### config.mk
export PLATFORM = sky130hd
export DESIGN_NAME = measurement_setup_registers
export DESIGN_NICKNAME = d
export VERILOG_FILES = /design/src/meas_setup_pkg.sv /design/src/measurement_setup_registers.sv /design/src/serial_frame.sv
export VERILOG_INCLUDE_DIRS = /design/src
export SDC_FILE = /design/constraint.sdc
export NUM_CORES = 1
export LEC_CHECK = 0
export ABC_AREA = 1
export BUFFER_PORTS_ARGS = -buffer_cell sky130_fd_sc_hd__buf_2
export CAP_MARGIN = 20
export CELL_PAD_IN_SITES_DETAIL_PLACEMENT = 1
export CELL_PAD_IN_SITES_GLOBAL_PLACEMENT = 1
export CORE_MARGIN = 2
export CORE_UTILIZATION = 45
export CTS_BUF_LIST = sky130_fd_sc_hd__clkbuf_8
export CTS_CLUSTER_SIZE = 14
export DETAILED_ROUTE_END_ITERATION = 10
export PLACE_DENSITY_LB_ADDON = 0.08
export SYNTH_ARGS = -nofsm -noshare
export SYNTH_HDL_FRONTEND = slang
export SYNTH_SLANG_ARGS = --single-unit
### constraint.sdc
create_clock -name CLK_I -period 6.16 [get_ports CLK_I]
set_input_delay 0.616 -clock CLK_I [delete_from_list [all_inputs] [get_ports CLK_I]]
set_output_delay 0.616 -clock CLK_I [all_outputs]
set_load 0.02 [all_outputs]
### src/meas_setup_defs.svh
`ifndef MEAS_SETUP_DEFS_SVH
`define MEAS_SETUP_DEFS_SVH

// ----------------------------------------------------------------------
// Register offsets (6-bit serial address space)
// ----------------------------------------------------------------------
`define OFS_CHANNEL_MEASUREMENT_CFG   6'h02
`define OFS_TEMPERATURE_THRESHOLD_CFG 6'h03
`define OFS_RECEIVE_TRIGGER_PHASE_CFG 6'h04
`define OFS_GAIN_AMPLIFIER_TIMING_HI  6'h05

// ----------------------------------------------------------------------
// Reset values
// ----------------------------------------------------------------------
`define RST_CHANNEL_MEASUREMENT_CFG   8'h00
`define RST_TEMPERATURE_THRESHOLD_CFG 8'h03
`define RST_RECEIVE_TRIGGER_PHASE_CFG 8'h1f
`define RST_GAIN_AMPLIFIER_TIMING_HI  8'h00

// ----------------------------------------------------------------------
// Field positions
// ----------------------------------------------------------------------
`define BIT_COMMON_LEVEL_SOURCE     7
`define BIT_MEASUREMENT_TYPE        6
`define BIT_BURST_DAMPING           5
`define BIT_AUTO_PAIR_SWAP          4
`define BIT_PIN_PAIR_SELECT_ENABLE  3
`define BIT_PAIR_SELECT_BIT         2
`define RNG_FLIGHT_TIME_MODE        1:0
`define BIT_TEMP_CHANNEL_SELECT     6
`define BIT_SENSOR_RESISTANCE_TYPE  5
`define BIT_TEMP_DIVIDER_SELECT     4
`define BIT_POWER_BLANKING          3
`define RNG_ECHO_THRESHOLD_CODE     2:0
`define BIT_ECHO_MODE               6
`define BIT_START_EDGE_SELECT       5
`define RNG_BURST_INVERSION_POS     4:0
`define RNG_AMPLIFIER_GAIN_CODE     7:5
`define BIT_GAIN_STAGE_CONTROL      4
`define BIT_LOW_NOISE_STAGE_CONTROL 3
`define BIT_LOW_NOISE_FEEDBACK_SEL  2
`define RNG_TIMING_HIGH             1:0

// ----------------------------------------------------------------------
// Codes and serial framing
// ----------------------------------------------------------------------
`define FLIGHT_MODE_TWO        2'h2
`define FLIGHT_MODE_RESERVED   2'h3
`define ECHO_THRESHOLD_MAX     3'h7
`define CMD_BIT_WRITE          6
`define CMD_RNG_ADDR           5:0
`define SERIAL_LAST_BIT        3'h7

`endif

### src/meas_setup_pkg.sv
package meas_setup_pkg;

  // Serial frame phases, one-hot
  typedef enum logic [3:0] {
    SER_IDLE = 4'b0001,
    SER_CMD  = 4'b0010,
    SER_DATA = 4'b0100,
    SER_DONE = 4'b1000
  } ser_state_t;

  typedef logic [7:0] reg_byte_t;
  typedef logic [5:0] reg_addr_t;

endpackage

### src/measurement_setup_registers.sv
`timescale 1ns/1ps
`include "meas_setup_defs.svh"

module measurement_setup_registers
  import meas_setup_pkg::*;
(
  input  wire logic       CLK_I,
  input  wire logic       RESET_I,
  input  wire logic       CE_I,
  input  wire logic       SEL_N_I,
  input  wire logic       SCLK_I,
  input  wire logic       SDI_I,
  output logic            SDO_O,
  output logic            SDO_OE_O,
  input  wire logic       PAIR_SELECT_PIN_I,
  input  wire logic       MEAS_DONE_I,
  input  wire logic       TRIGGER_I,
  input  wire logic       SIGNAL_HIGH_RAW_I,
  output logic            COMMON_LEVEL_SOURCE_O,
  output logic            MEASUREMENT_TYPE_SELECT_O,
  output logic            BURST_DAMPING_O,
  output logic            ACTIVE_PAIR_O,
  output logic [1:0]      FLIGHT_TIME_MODE_O,
  output logic            MODE_RESERVED_O,
  output logic            TEMP_FIRST_ONLY_O,
  output logic            SENSOR_RESISTANCE_TYPE_O,
  output logic            TEMP_USE_TRANSMIT_DIVIDER_O,
  output logic            POWER_BLANKING_O,
  output logic [2:0]      ECHO_THRESHOLD_CODE_O,
  output logic            MULTI_ECHO_O,
  output logic            START_EDGE_SELECT_O,
  output logic [4:0]      BURST_INVERSION_POSITION_O,
  output logic [2:0]      AMPLIFIER_GAIN_CODE_O,
  output logic            GAIN_STAGE_CONTROL_O,
  output logic            LOW_NOISE_STAGE_CONTROL_O,
  output logic            LOW_NOISE_FEEDBACK_SELECT_O,
  output logic [1:0]      TIMING_HIGH_O,
  output logic            START_O,
  output logic            SIGNAL_TOO_HIGH_FLAG_O
);

  // --------------------------------------------------------------------
  // Storage
  // --------------------------------------------------------------------
  reg_byte_t chan_cfg_q;
  reg_byte_t temp_cfg_q;
  reg_byte_t trig_cfg_q;
  reg_byte_t gain_cfg_q;
  logic      swap_q;
  logic      trig_prev_q;
  logic      start_q;
  logic      too_high_q;

  reg_addr_t addr_w;
  reg_byte_t wdata_w;
  logic      wr_stb_w;
  reg_byte_t rdata_w;

  // --------------------------------------------------------------------
  // Serial port
  // --------------------------------------------------------------------
  serial_frame u_serial_frame (
    .clk_i    (CLK_I),
    .rst_i    (RESET_I),
    .ce_i     (CE_I),
    .sel_n_i  (SEL_N_I),
    .sclk_i   (SCLK_I),
    .sdi_i    (SDI_I),
    .rdata_i  (rdata_w),
    .addr_o   (addr_w),
    .wdata_o  (wdata_w),
    .wr_stb_o (wr_stb_w),
    .sdo_o    (SDO_O),
    .sdo_oe_o (SDO_OE_O)
  );

  // --------------------------------------------------------------------
  // Address decode
  // --------------------------------------------------------------------
  wire hit_chan_w = (addr_w == `OFS_CHANNEL_MEASUREMENT_CFG);
  wire hit_temp_w = (addr_w == `OFS_TEMPERATURE_THRESHOLD_CFG);
  wire hit_trig_w = (addr_w == `OFS_RECEIVE_TRIGGER_PHASE_CFG);
  wire hit_gain_w = (addr_w == `OFS_GAIN_AMPLIFIER_TIMING_HI);

  wire wr_chan_w = wr_stb_w & hit_chan_w;
  wire wr_temp_w = wr_stb_w & hit_temp_w;
  wire wr_trig_w = wr_stb_w & hit_trig_w;
  wire wr_gain_w = wr_stb_w & hit_gain_w;

  // Addresses outside this bank read as zero and ignore writes
  always_comb begin
    if (hit_chan_w) begin
      rdata_w = chan_cfg_q;
    end else if (hit_temp_w) begin
      rdata_w = temp_cfg_q;
    end else if (hit_trig_w) begin
      rdata_w = trig_cfg_q;
    end else if (hit_gain_w) begin
      rdata_w = gain_cfg_q;
    end else begin
      rdata_w = 8'h00;
    end
  end

  // --------------------------------------------------------------------
  // Register writes
  // --------------------------------------------------------------------
  // Reserved bits are stored as written; the host keeps them zero
  // One short process per register keeps each write path apart
  // Writes wait for the enable like every other state bit
  always_ff @(posedge CLK_I or posedge RESET_I) begin
    if (RESET_I) begin
      chan_cfg_q <= `RST_CHANNEL_MEASUREMENT_CFG;
    end else if (CE_I && wr_chan_w) begin
      chan_cfg_q <= wdata_w;
    end
  end

  always_ff @(posedge CLK_I or posedge RESET_I) begin
    if (RESET_I) begin
      temp_cfg_q <= `RST_TEMPERATURE_THRESHOLD_CFG;
    end else if (CE_I && wr_temp_w) begin
      temp_cfg_q <= wdata_w;
    end
  end

  always_ff @(posedge CLK_I or posedge RESET_I) begin
    if (RESET_I) begin
      trig_cfg_q <= `RST_RECEIVE_TRIGGER_PHASE_CFG;
    end else if (CE_I && wr_trig_w) begin
      trig_cfg_q <= wdata_w;
    end
  end

  always_ff @(posedge CLK_I or posedge RESET_I) begin
    if (RESET_I) begin
      gain_cfg_q <= `RST_GAIN_AMPLIFIER_TIMING_HI;
    end else if (CE_I && wr_gain_w) begin
      gain_cfg_q <= wdata_w;
    end
  end

  // --------------------------------------------------------------------
  // Channel and measurement selection
  // --------------------------------------------------------------------
  wire       pin_sel_en_w  = chan_cfg_q[`BIT_PIN_PAIR_SELECT_ENABLE];
  wire       pair_bit_w    = chan_cfg_q[`BIT_PAIR_SELECT_BIT];
  wire       auto_swap_w   = chan_cfg_q[`BIT_AUTO_PAIR_SWAP];
  wire [1:0] mode_code_w   = chan_cfg_q[`RNG_FLIGHT_TIME_MODE];
  wire       mode_rsvd_w   = (mode_code_w == `FLIGHT_MODE_RESERVED);
  wire       mode_two_w    = (mode_code_w == `FLIGHT_MODE_TWO);

  // Swap only runs in mode 2 and is dead under pin selection
  wire       swap_active_w = auto_swap_w & mode_two_w & ~pin_sel_en_w;

  // Pin wins over the swap and the select bit
  wire       active_pair_w = pin_sel_en_w ? PAIR_SELECT_PIN_I :
                             (pair_bit_w ^ (swap_active_w & swap_q));

  // The reserved code falls back to mode 0 so the core never sees it
  wire [1:0] mode_eff_w    = mode_rsvd_w ? 2'h0 : mode_code_w;

  // Swap phase alternates after each finished measurement
  always_ff @(posedge CLK_I or posedge RESET_I) begin
    if (RESET_I) begin
      swap_q <= 1'b0;
    end else if (CE_I) begin
      if (!swap_active_w) begin
        swap_q <= 1'b0;
      end else if (MEAS_DONE_I) begin
        swap_q <= ~swap_q;
      end
    end
  end

  // --------------------------------------------------------------------
  // Trigger edge and error qualification
  // --------------------------------------------------------------------
  wire edge_sel_w   = trig_cfg_q[`BIT_START_EDGE_SELECT];
  wire rise_w       = TRIGGER_I & ~trig_prev_q;
  wire fall_w       = ~TRIGGER_I & trig_prev_q;
  wire start_w      = edge_sel_w ? fall_w : rise_w;
  wire [2:0] thr_w  = temp_cfg_q[`RNG_ECHO_THRESHOLD_CODE];
  wire thr_max_w    = (thr_w == `ECHO_THRESHOLD_MAX);

  // Edge history freezes with the enable; a change while frozen
  // is seen as an edge on resume
  always_ff @(posedge CLK_I or posedge RESET_I) begin
    if (RESET_I) begin
      trig_prev_q <= 1'b0;
    end else if (CE_I) begin
      trig_prev_q <= TRIGGER_I;
    end
  end

  always_ff @(posedge CLK_I or posedge RESET_I) begin
    if (RESET_I) begin
      start_q <= 1'b0;
    end else if (CE_I) begin
      start_q <= start_w;
    end
  end

  // Gated, not sticky: the flag follows the raw level one cycle late
  always_ff @(posedge CLK_I or posedge RESET_I) begin
    if (RESET_I) begin
      too_high_q <= 1'b0;
    end else if (CE_I) begin
      too_high_q <= SIGNAL_HIGH_RAW_I & thr_max_w;
    end
  end

  // --------------------------------------------------------------------
  // Field outputs: channel and measurement
  // --------------------------------------------------------------------
  // Code 3 reads back as written but drives mode 0
  assign COMMON_LEVEL_SOURCE_O =
    chan_cfg_q[`BIT_COMMON_LEVEL_SOURCE];
  assign MEASUREMENT_TYPE_SELECT_O =
    chan_cfg_q[`BIT_MEASUREMENT_TYPE];
  assign BURST_DAMPING_O =
    chan_cfg_q[`BIT_BURST_DAMPING];
  assign ACTIVE_PAIR_O =
    active_pair_w;
  assign FLIGHT_TIME_MODE_O =
    mode_eff_w;
  assign MODE_RESERVED_O =
    mode_rsvd_w;

  // --------------------------------------------------------------------
  // Field outputs: temperature and threshold
  // --------------------------------------------------------------------
  // Blanking length comes from the timing field of the gain register
  assign TEMP_FIRST_ONLY_O =
    temp_cfg_q[`BIT_TEMP_CHANNEL_SELECT];
  assign SENSOR_RESISTANCE_TYPE_O =
    temp_cfg_q[`BIT_SENSOR_RESISTANCE_TYPE];
  assign TEMP_USE_TRANSMIT_DIVIDER_O =
    temp_cfg_q[`BIT_TEMP_DIVIDER_SELECT];
  assign POWER_BLANKING_O =
    temp_cfg_q[`BIT_POWER_BLANKING];
  assign ECHO_THRESHOLD_CODE_O =
    thr_w;

  // --------------------------------------------------------------------
  // Field outputs: receive, trigger and burst phase
  // --------------------------------------------------------------------
  assign MULTI_ECHO_O =
    trig_cfg_q[`BIT_ECHO_MODE];
  assign START_EDGE_SELECT_O =
    edge_sel_w;
  // Positions 0 and 1 are passed through; the host avoids them
  assign BURST_INVERSION_POSITION_O =
    trig_cfg_q[`RNG_BURST_INVERSION_POS];
  // Start lasts one clock, so the core must look every cycle
  assign START_O =
    start_q;

  // --------------------------------------------------------------------
  // Field outputs: gain, amplifier and timing high bits
  // --------------------------------------------------------------------
  // Amplifier controls pass straight to the analog stages
  assign AMPLIFIER_GAIN_CODE_O =
    gain_cfg_q[`RNG_AMPLIFIER_GAIN_CODE];
  assign GAIN_STAGE_CONTROL_O =
    gain_cfg_q[`BIT_GAIN_STAGE_CONTROL];
  assign LOW_NOISE_STAGE_CONTROL_O =
    gain_cfg_q[`BIT_LOW_NOISE_STAGE_CONTROL];
  assign LOW_NOISE_FEEDBACK_SELECT_O =
    gain_cfg_q[`BIT_LOW_NOISE_FEEDBACK_SEL];
  assign TIMING_HIGH_O =
    gain_cfg_q[`RNG_TIMING_HIGH];

  // --------------------------------------------------------------------
  // Status
  // --------------------------------------------------------------------
  // Only gated here; clearing and reporting live outside this bank
  assign SIGNAL_TOO_HIGH_FLAG_O =
    too_high_q;

endmodule

### src/serial_frame.sv
`timescale 1ns/1ps
`include "meas_setup_defs.svh"

module serial_frame
  import meas_setup_pkg::*;
(
  input  wire logic      clk_i,
  input  wire logic      rst_i,
  input  wire logic      ce_i,
  input  wire logic      sel_n_i,
  input  wire logic      sclk_i,
  input  wire logic      sdi_i,
  input  wire reg_byte_t rdata_i,
  output reg_addr_t      addr_o,
  output reg_byte_t      wdata_o,
  output logic           wr_stb_o,
  output logic           sdo_o,
  output logic           sdo_oe_o
);

  ser_state_t state_q;
  ser_state_t state_d;
  logic       sclk_prev_q;
  logic [2:0] cnt_q;
  reg_byte_t  in_q;
  reg_byte_t  out_q;
  logic       write_q;
  logic       wr_stb_q;

  wire        rise_w    = sclk_i & ~sclk_prev_q;
  wire        fall_w    = ~sclk_i & sclk_prev_q;
  wire        last_w    = (cnt_q == `SERIAL_LAST_BIT);
  wire        take_w    = rise_w & ~sel_n_i;
  wire        cmd_end_w = take_w & last_w & (state_q == SER_CMD);
  wire        dat_end_w = take_w & last_w & (state_q == SER_DATA);
  wire reg_byte_t shifted_w = {in_q[6:0], sdi_i};

  // --------------------------------------------------------------------
  // Frame sequencing: a raised select always abandons the frame
  // --------------------------------------------------------------------
  always_comb begin
    state_d = state_q;
    case (state_q)
      SER_IDLE: if (!sel_n_i) state_d = SER_CMD;
      SER_CMD:  if (cmd_end_w) state_d = SER_DATA;
      SER_DATA: if (dat_end_w) state_d = SER_DONE;
      SER_DONE: state_d = SER_DONE;
      default:  state_d = SER_IDLE;
    endcase
    if (sel_n_i) state_d = SER_IDLE;
  end

  always_ff @(posedge clk_i or posedge rst_i) begin
    if (rst_i) begin
      state_q     <= SER_IDLE;
      sclk_prev_q <= 1'b0;
      cnt_q       <= 3'h0;
      in_q        <= 8'h00;
      out_q       <= 8'h00;
      write_q     <= 1'b0;
      wr_stb_q    <= 1'b0;
      addr_o      <= 6'h00;
      wdata_o     <= 8'h00;
    end else if (ce_i) begin
      state_q     <= state_d;
      sclk_prev_q <= sclk_i;
      wr_stb_q    <= dat_end_w & write_q;
      if (sel_n_i) begin
        cnt_q <= 3'h0;
      end else if (take_w) begin
        cnt_q <= cnt_q + 3'h1;
        in_q  <= shifted_w;
      end
      if (cmd_end_w) begin
        write_q <= shifted_w[`CMD_BIT_WRITE];
        addr_o  <= shifted_w[`CMD_RNG_ADDR];
      end
      if (dat_end_w) wdata_o <= shifted_w;
      // Read data is loaded one cycle after the address settles
      if (state_q == SER_DATA && cnt_q == 3'h0 && !fall_w && !rise_w)
        out_q <= rdata_i;
      else if (fall_w && state_q == SER_DATA && cnt_q != 3'h0)
        out_q <= {out_q[6:0], 1'b0};
    end
  end

  assign wr_stb_o = wr_stb_q;
  assign sdo_o    = out_q[7];
  assign sdo_oe_o = ~sel_n_i & ~write_q & (state_q == SER_DATA);

endmodule

==> flow_metrics.py <==
metrics = {
    "place": {
        "dp_hpwl_um": 7008,
        "port_buffers": 42,
        "post-place-cells": 556,
        "place.gp.congestion": 0.8304,
    },
    "logic_synthesis": {
        "synthFlopType": "dfrtp_1",
        "synthCells": 425,
        "async_reset_ff_frac": 1.000,
        "ys_seq_area_frac": 0.4985,
        "syn_area_per_cell_um2": 8.906,
        "yosys_warnings": 0,
        "synth.distinct_cells": 33,
        "syn_area_um2": 3785,
        "yosys_register_bits": 75,
        "synth_nets": 438,
        "synth_edf_count": 0,
    },
    "min_path": {
        "whs_path_depth": 2,
        "hold_path_startpoint": "u_serial_frame.in_q[3]",
        "hold_end": "u_serial_frame.in_q[3]",
        "hold_path_class": "flip-flop to flip-flop",
    },
    "timing": {
        "setup_violations": 0,
        "finalClockSkew_ps": 13.23,
        "finalHoldViolations": 0,
        "setup_tns_ps": 0,
        "fmax_mhz": 462.5,
        "relSlewSlack": 0.3543,
        "min_period_ps": 2162,
        "grt_setup_unrepaired": "no",
        "slew_viol_final": 0,
        "layout_worst_path_cycle_share": 0.3510,
        "worst_pin_slew_ps": 968.5,
    },
    "drt": {
        "wl_per_cell_um": 16.43,
        "first_pass_iters": 4,
        "viasPerCell": 5.136,
        "first_iter_violations": 120,
        "drc": 0,
        "wl_um": 9400,
        "vias": 2938,
        "ant_nets": 0,
    },
    "status": {
        "status": "finished, final reports clean",
    },
    "grt": {
        "grt_pass1_wl_um": 15080,
        "grt_overflow": 0,
        "grt_max_degree": 76,
        "use_met1": 0.3137,
        "grt_use_total": 0.2211,
        "grt_pass1_vias": 2962,
        "grt_antenna_before_repair": 0,
        "busiest_layer": "met2",
        "met2_usage": 0.3473,
        "use_met3": 0.04072,
    },
    "clocking": {
        "cts_setup_buffers": 0,
        "numCtsBuffers": 9,
        "clk_latency_ps": 360,
        "holdBufCountCts": 0,
        "cts_root_buf": "clkbuf_8",
        "clk_pin_slew_worst_paths_ps": 70,
        "cts_tree": "built",
        "cts_resized": 0,
        "cts_htree_levels": 3,
        "max-clock-path-buffers": 2,
        "clock_sinks": 75,
    },
    "setup_path": {
        "critical_path.max_fanout": 5,
        "worst_ep_arrival_time_ps": 1550,
        "required_ps": 5540,
        "reg2reg_from": "u_serial_frame.cnt_q[0]",
        "rrSetupSlack_ps": 4410,
        "r2r_end": "u_serial_frame.addr_o[1]",
        "crit_type": "flip-flop to output port",
        "critical_path.endpoint_type": "output port",
        "worst_setup_path_start_kind": "flip-flop",
        "crit_path_start": "chan_cfg_q[0]",
        "rr_worst_depth": 7,
    },
    "power_and_ir_drop": {
        "p_leak_nw": 2.062,
        "pwr_density_cell_nw_per_um2": 246.3,
        "peakVddDrop_mv": 0.1004,
    },
    "die": {
        "fp-row-count": 33,
        "core_area_um2": 8175,
        "die-width_um": 95.71,
        "pin_count": 43,
        "fp.dieH_um": 95.71,
        "initial_core_util": 0.4630,
        "die_area_um2": 9160,
    },
    "cells_and_area": {
        "diodes": 0,
        "final_cells": 572,
        "layout-drive-gt1-share": 0.2655,
        "nets": 475,
        "area_delta_synth_final_pct": 9.653,
    },
    "run": {
        "maxCapViolations": 0,
    },
}
==> final cells by class <==
cell class                      instances  area (um^2)
Clock inverter                          5        22.52
Tap cell                              105        131.4
Multi-Input combinational cell        286         1562
Fill cell                             983         4025
Clock buffer                           11        151.4
Sequential cell                        75         1887
Timing Repair Buffer                   43        217.7
Inverter                               47        178.9
==> cell usage in the layout (no fill, tap or decap), types with 2 or more instances in the layout <==
cell type / n
nand2_1: 111
nor3_1: 2
dfrtp_1: 67
o21ai_2: 30
a21oi_1: 6
inv_2: 4
o21ai_0: 39
ha_1: 3
buf_2: 42
clkbuf_8: 11
nand3_4: 2
a21oi_2: 2
nand2_2: 4
o211ai_1: 2
nor2_1: 17
nand3_1: 37
dfstp_2: 8
o21ai_1: 3
nand3_2: 2
clkinv_2: 3
nand2_4: 4
nand4_1: 8
nor2_2: 4
inv_1: 44
nor2_4: 4
==> critical path, cell delays in order, from the launching register on <==
cell	delay (ps)
dfrtp_1	440
inv_1	90
and3_1	170
nand2_1	70
xor2_1	140
a21oi_1	110
buf_2	170
==> worst max-delay path by stage <==
stage | to | slack [ps] | cells past startpoint
5_1_grt | ACTIVE_PAIR_O | 3890 | 6
3_5_place_dp | u_serial_frame.addr_o[3] | 4150 | 6
2_1_floorplan | SIGNAL_TOO_HIGH_FLAG_O | 3650 | 1
3_3_place_gp | u_serial_frame.addr_o[3] | 4230 | 6
6_report | ACTIVE_PAIR_O | 4000 | 6
4_1_cts | ACTIVE_PAIR_O | 3970 | 6
==> cells in the mapped netlist (all sizes together) (2+ instances only) <==
master,count,area share
o211ai,2,0.0040
inv,47,0.047
ha,3,0.0099
nand3,41,0.063
a21oi,8,0.013
dfstp,8,0.056
nand2,119,0.13
nor2,25,0.035
buf,16,0.041
nor3,3,0.0069
nand4,9,0.019
o21ai,72,0.12
dfrtp,67,0.44
==> cells by family (layout without fill, tap and decap cells) <==
group,Yosys count,after routing,synth area share
fa+ha+maj,3,3,0.009918
flops,75,75,0.4985
xor+xnor,1,1,0.002314
simple gates,199,199,0.2569
buf+inv,64,106,0.08892
compound gates,83,83,0.1435
==> power by group <==
group / total, mW / internal [mW] / switching (mW) / leakage, nW
combinational: 0.115 / 0.0361 / 0.0790 / 0.969
clock: 0.346 / 0.164 / 0.182 / 0.101
sequential: 0.561 / 0.535 / 0.0260 / 0.992
total: 1.02 / 0.735 / 0.287 / 2.06
==> flip-flops by register name, summed over array words and instances, names as in the netlist <==
register	flops
u_serial_frame.sclk_prev_q	1
swap_q	1
u_serial_frame.wdata_o	8
u_serial_frame.addr_o	6
chan_cfg_q	8
trig_cfg_q	8
START_O	1
temp_cfg_q	8
u_serial_frame.out_q	8
u_serial_frame.cnt_q	3
gain_cfg_q	8
u_serial_frame.write_q	1
trig_prev_q	1
u_serial_frame.in_q	7
SIGNAL_TOO_HIGH_FLAG_O	1
u_serial_frame.state_q	4
u_serial_frame.wr_stb_o	1
==> routing by layer <==
metal,vias to the layer above,share of wire
met1,1433,0.50
li1,1454,-
met5,-,0
met4,0,0.012
met3,9,0.028
met2,42,0.46
==> stage by stage <==
stage	area [um^2]	setup slack, ps	hold slack, ps	total power [mW]	util
floorplan	3785	3647	440.1	0.6501	-
global placement	3976	4231	460.5	0.6796	0.4864
detailed placement	3976	4146	471.3	0.6878	0.4864
CTS	4150	3972	493.7	1.035	0.5077
global route	4150	3891	515.7	1.076	0.5077
finish	4150	3998	488.0	1.022	0.5077
(Power assumes the default switching activity.)
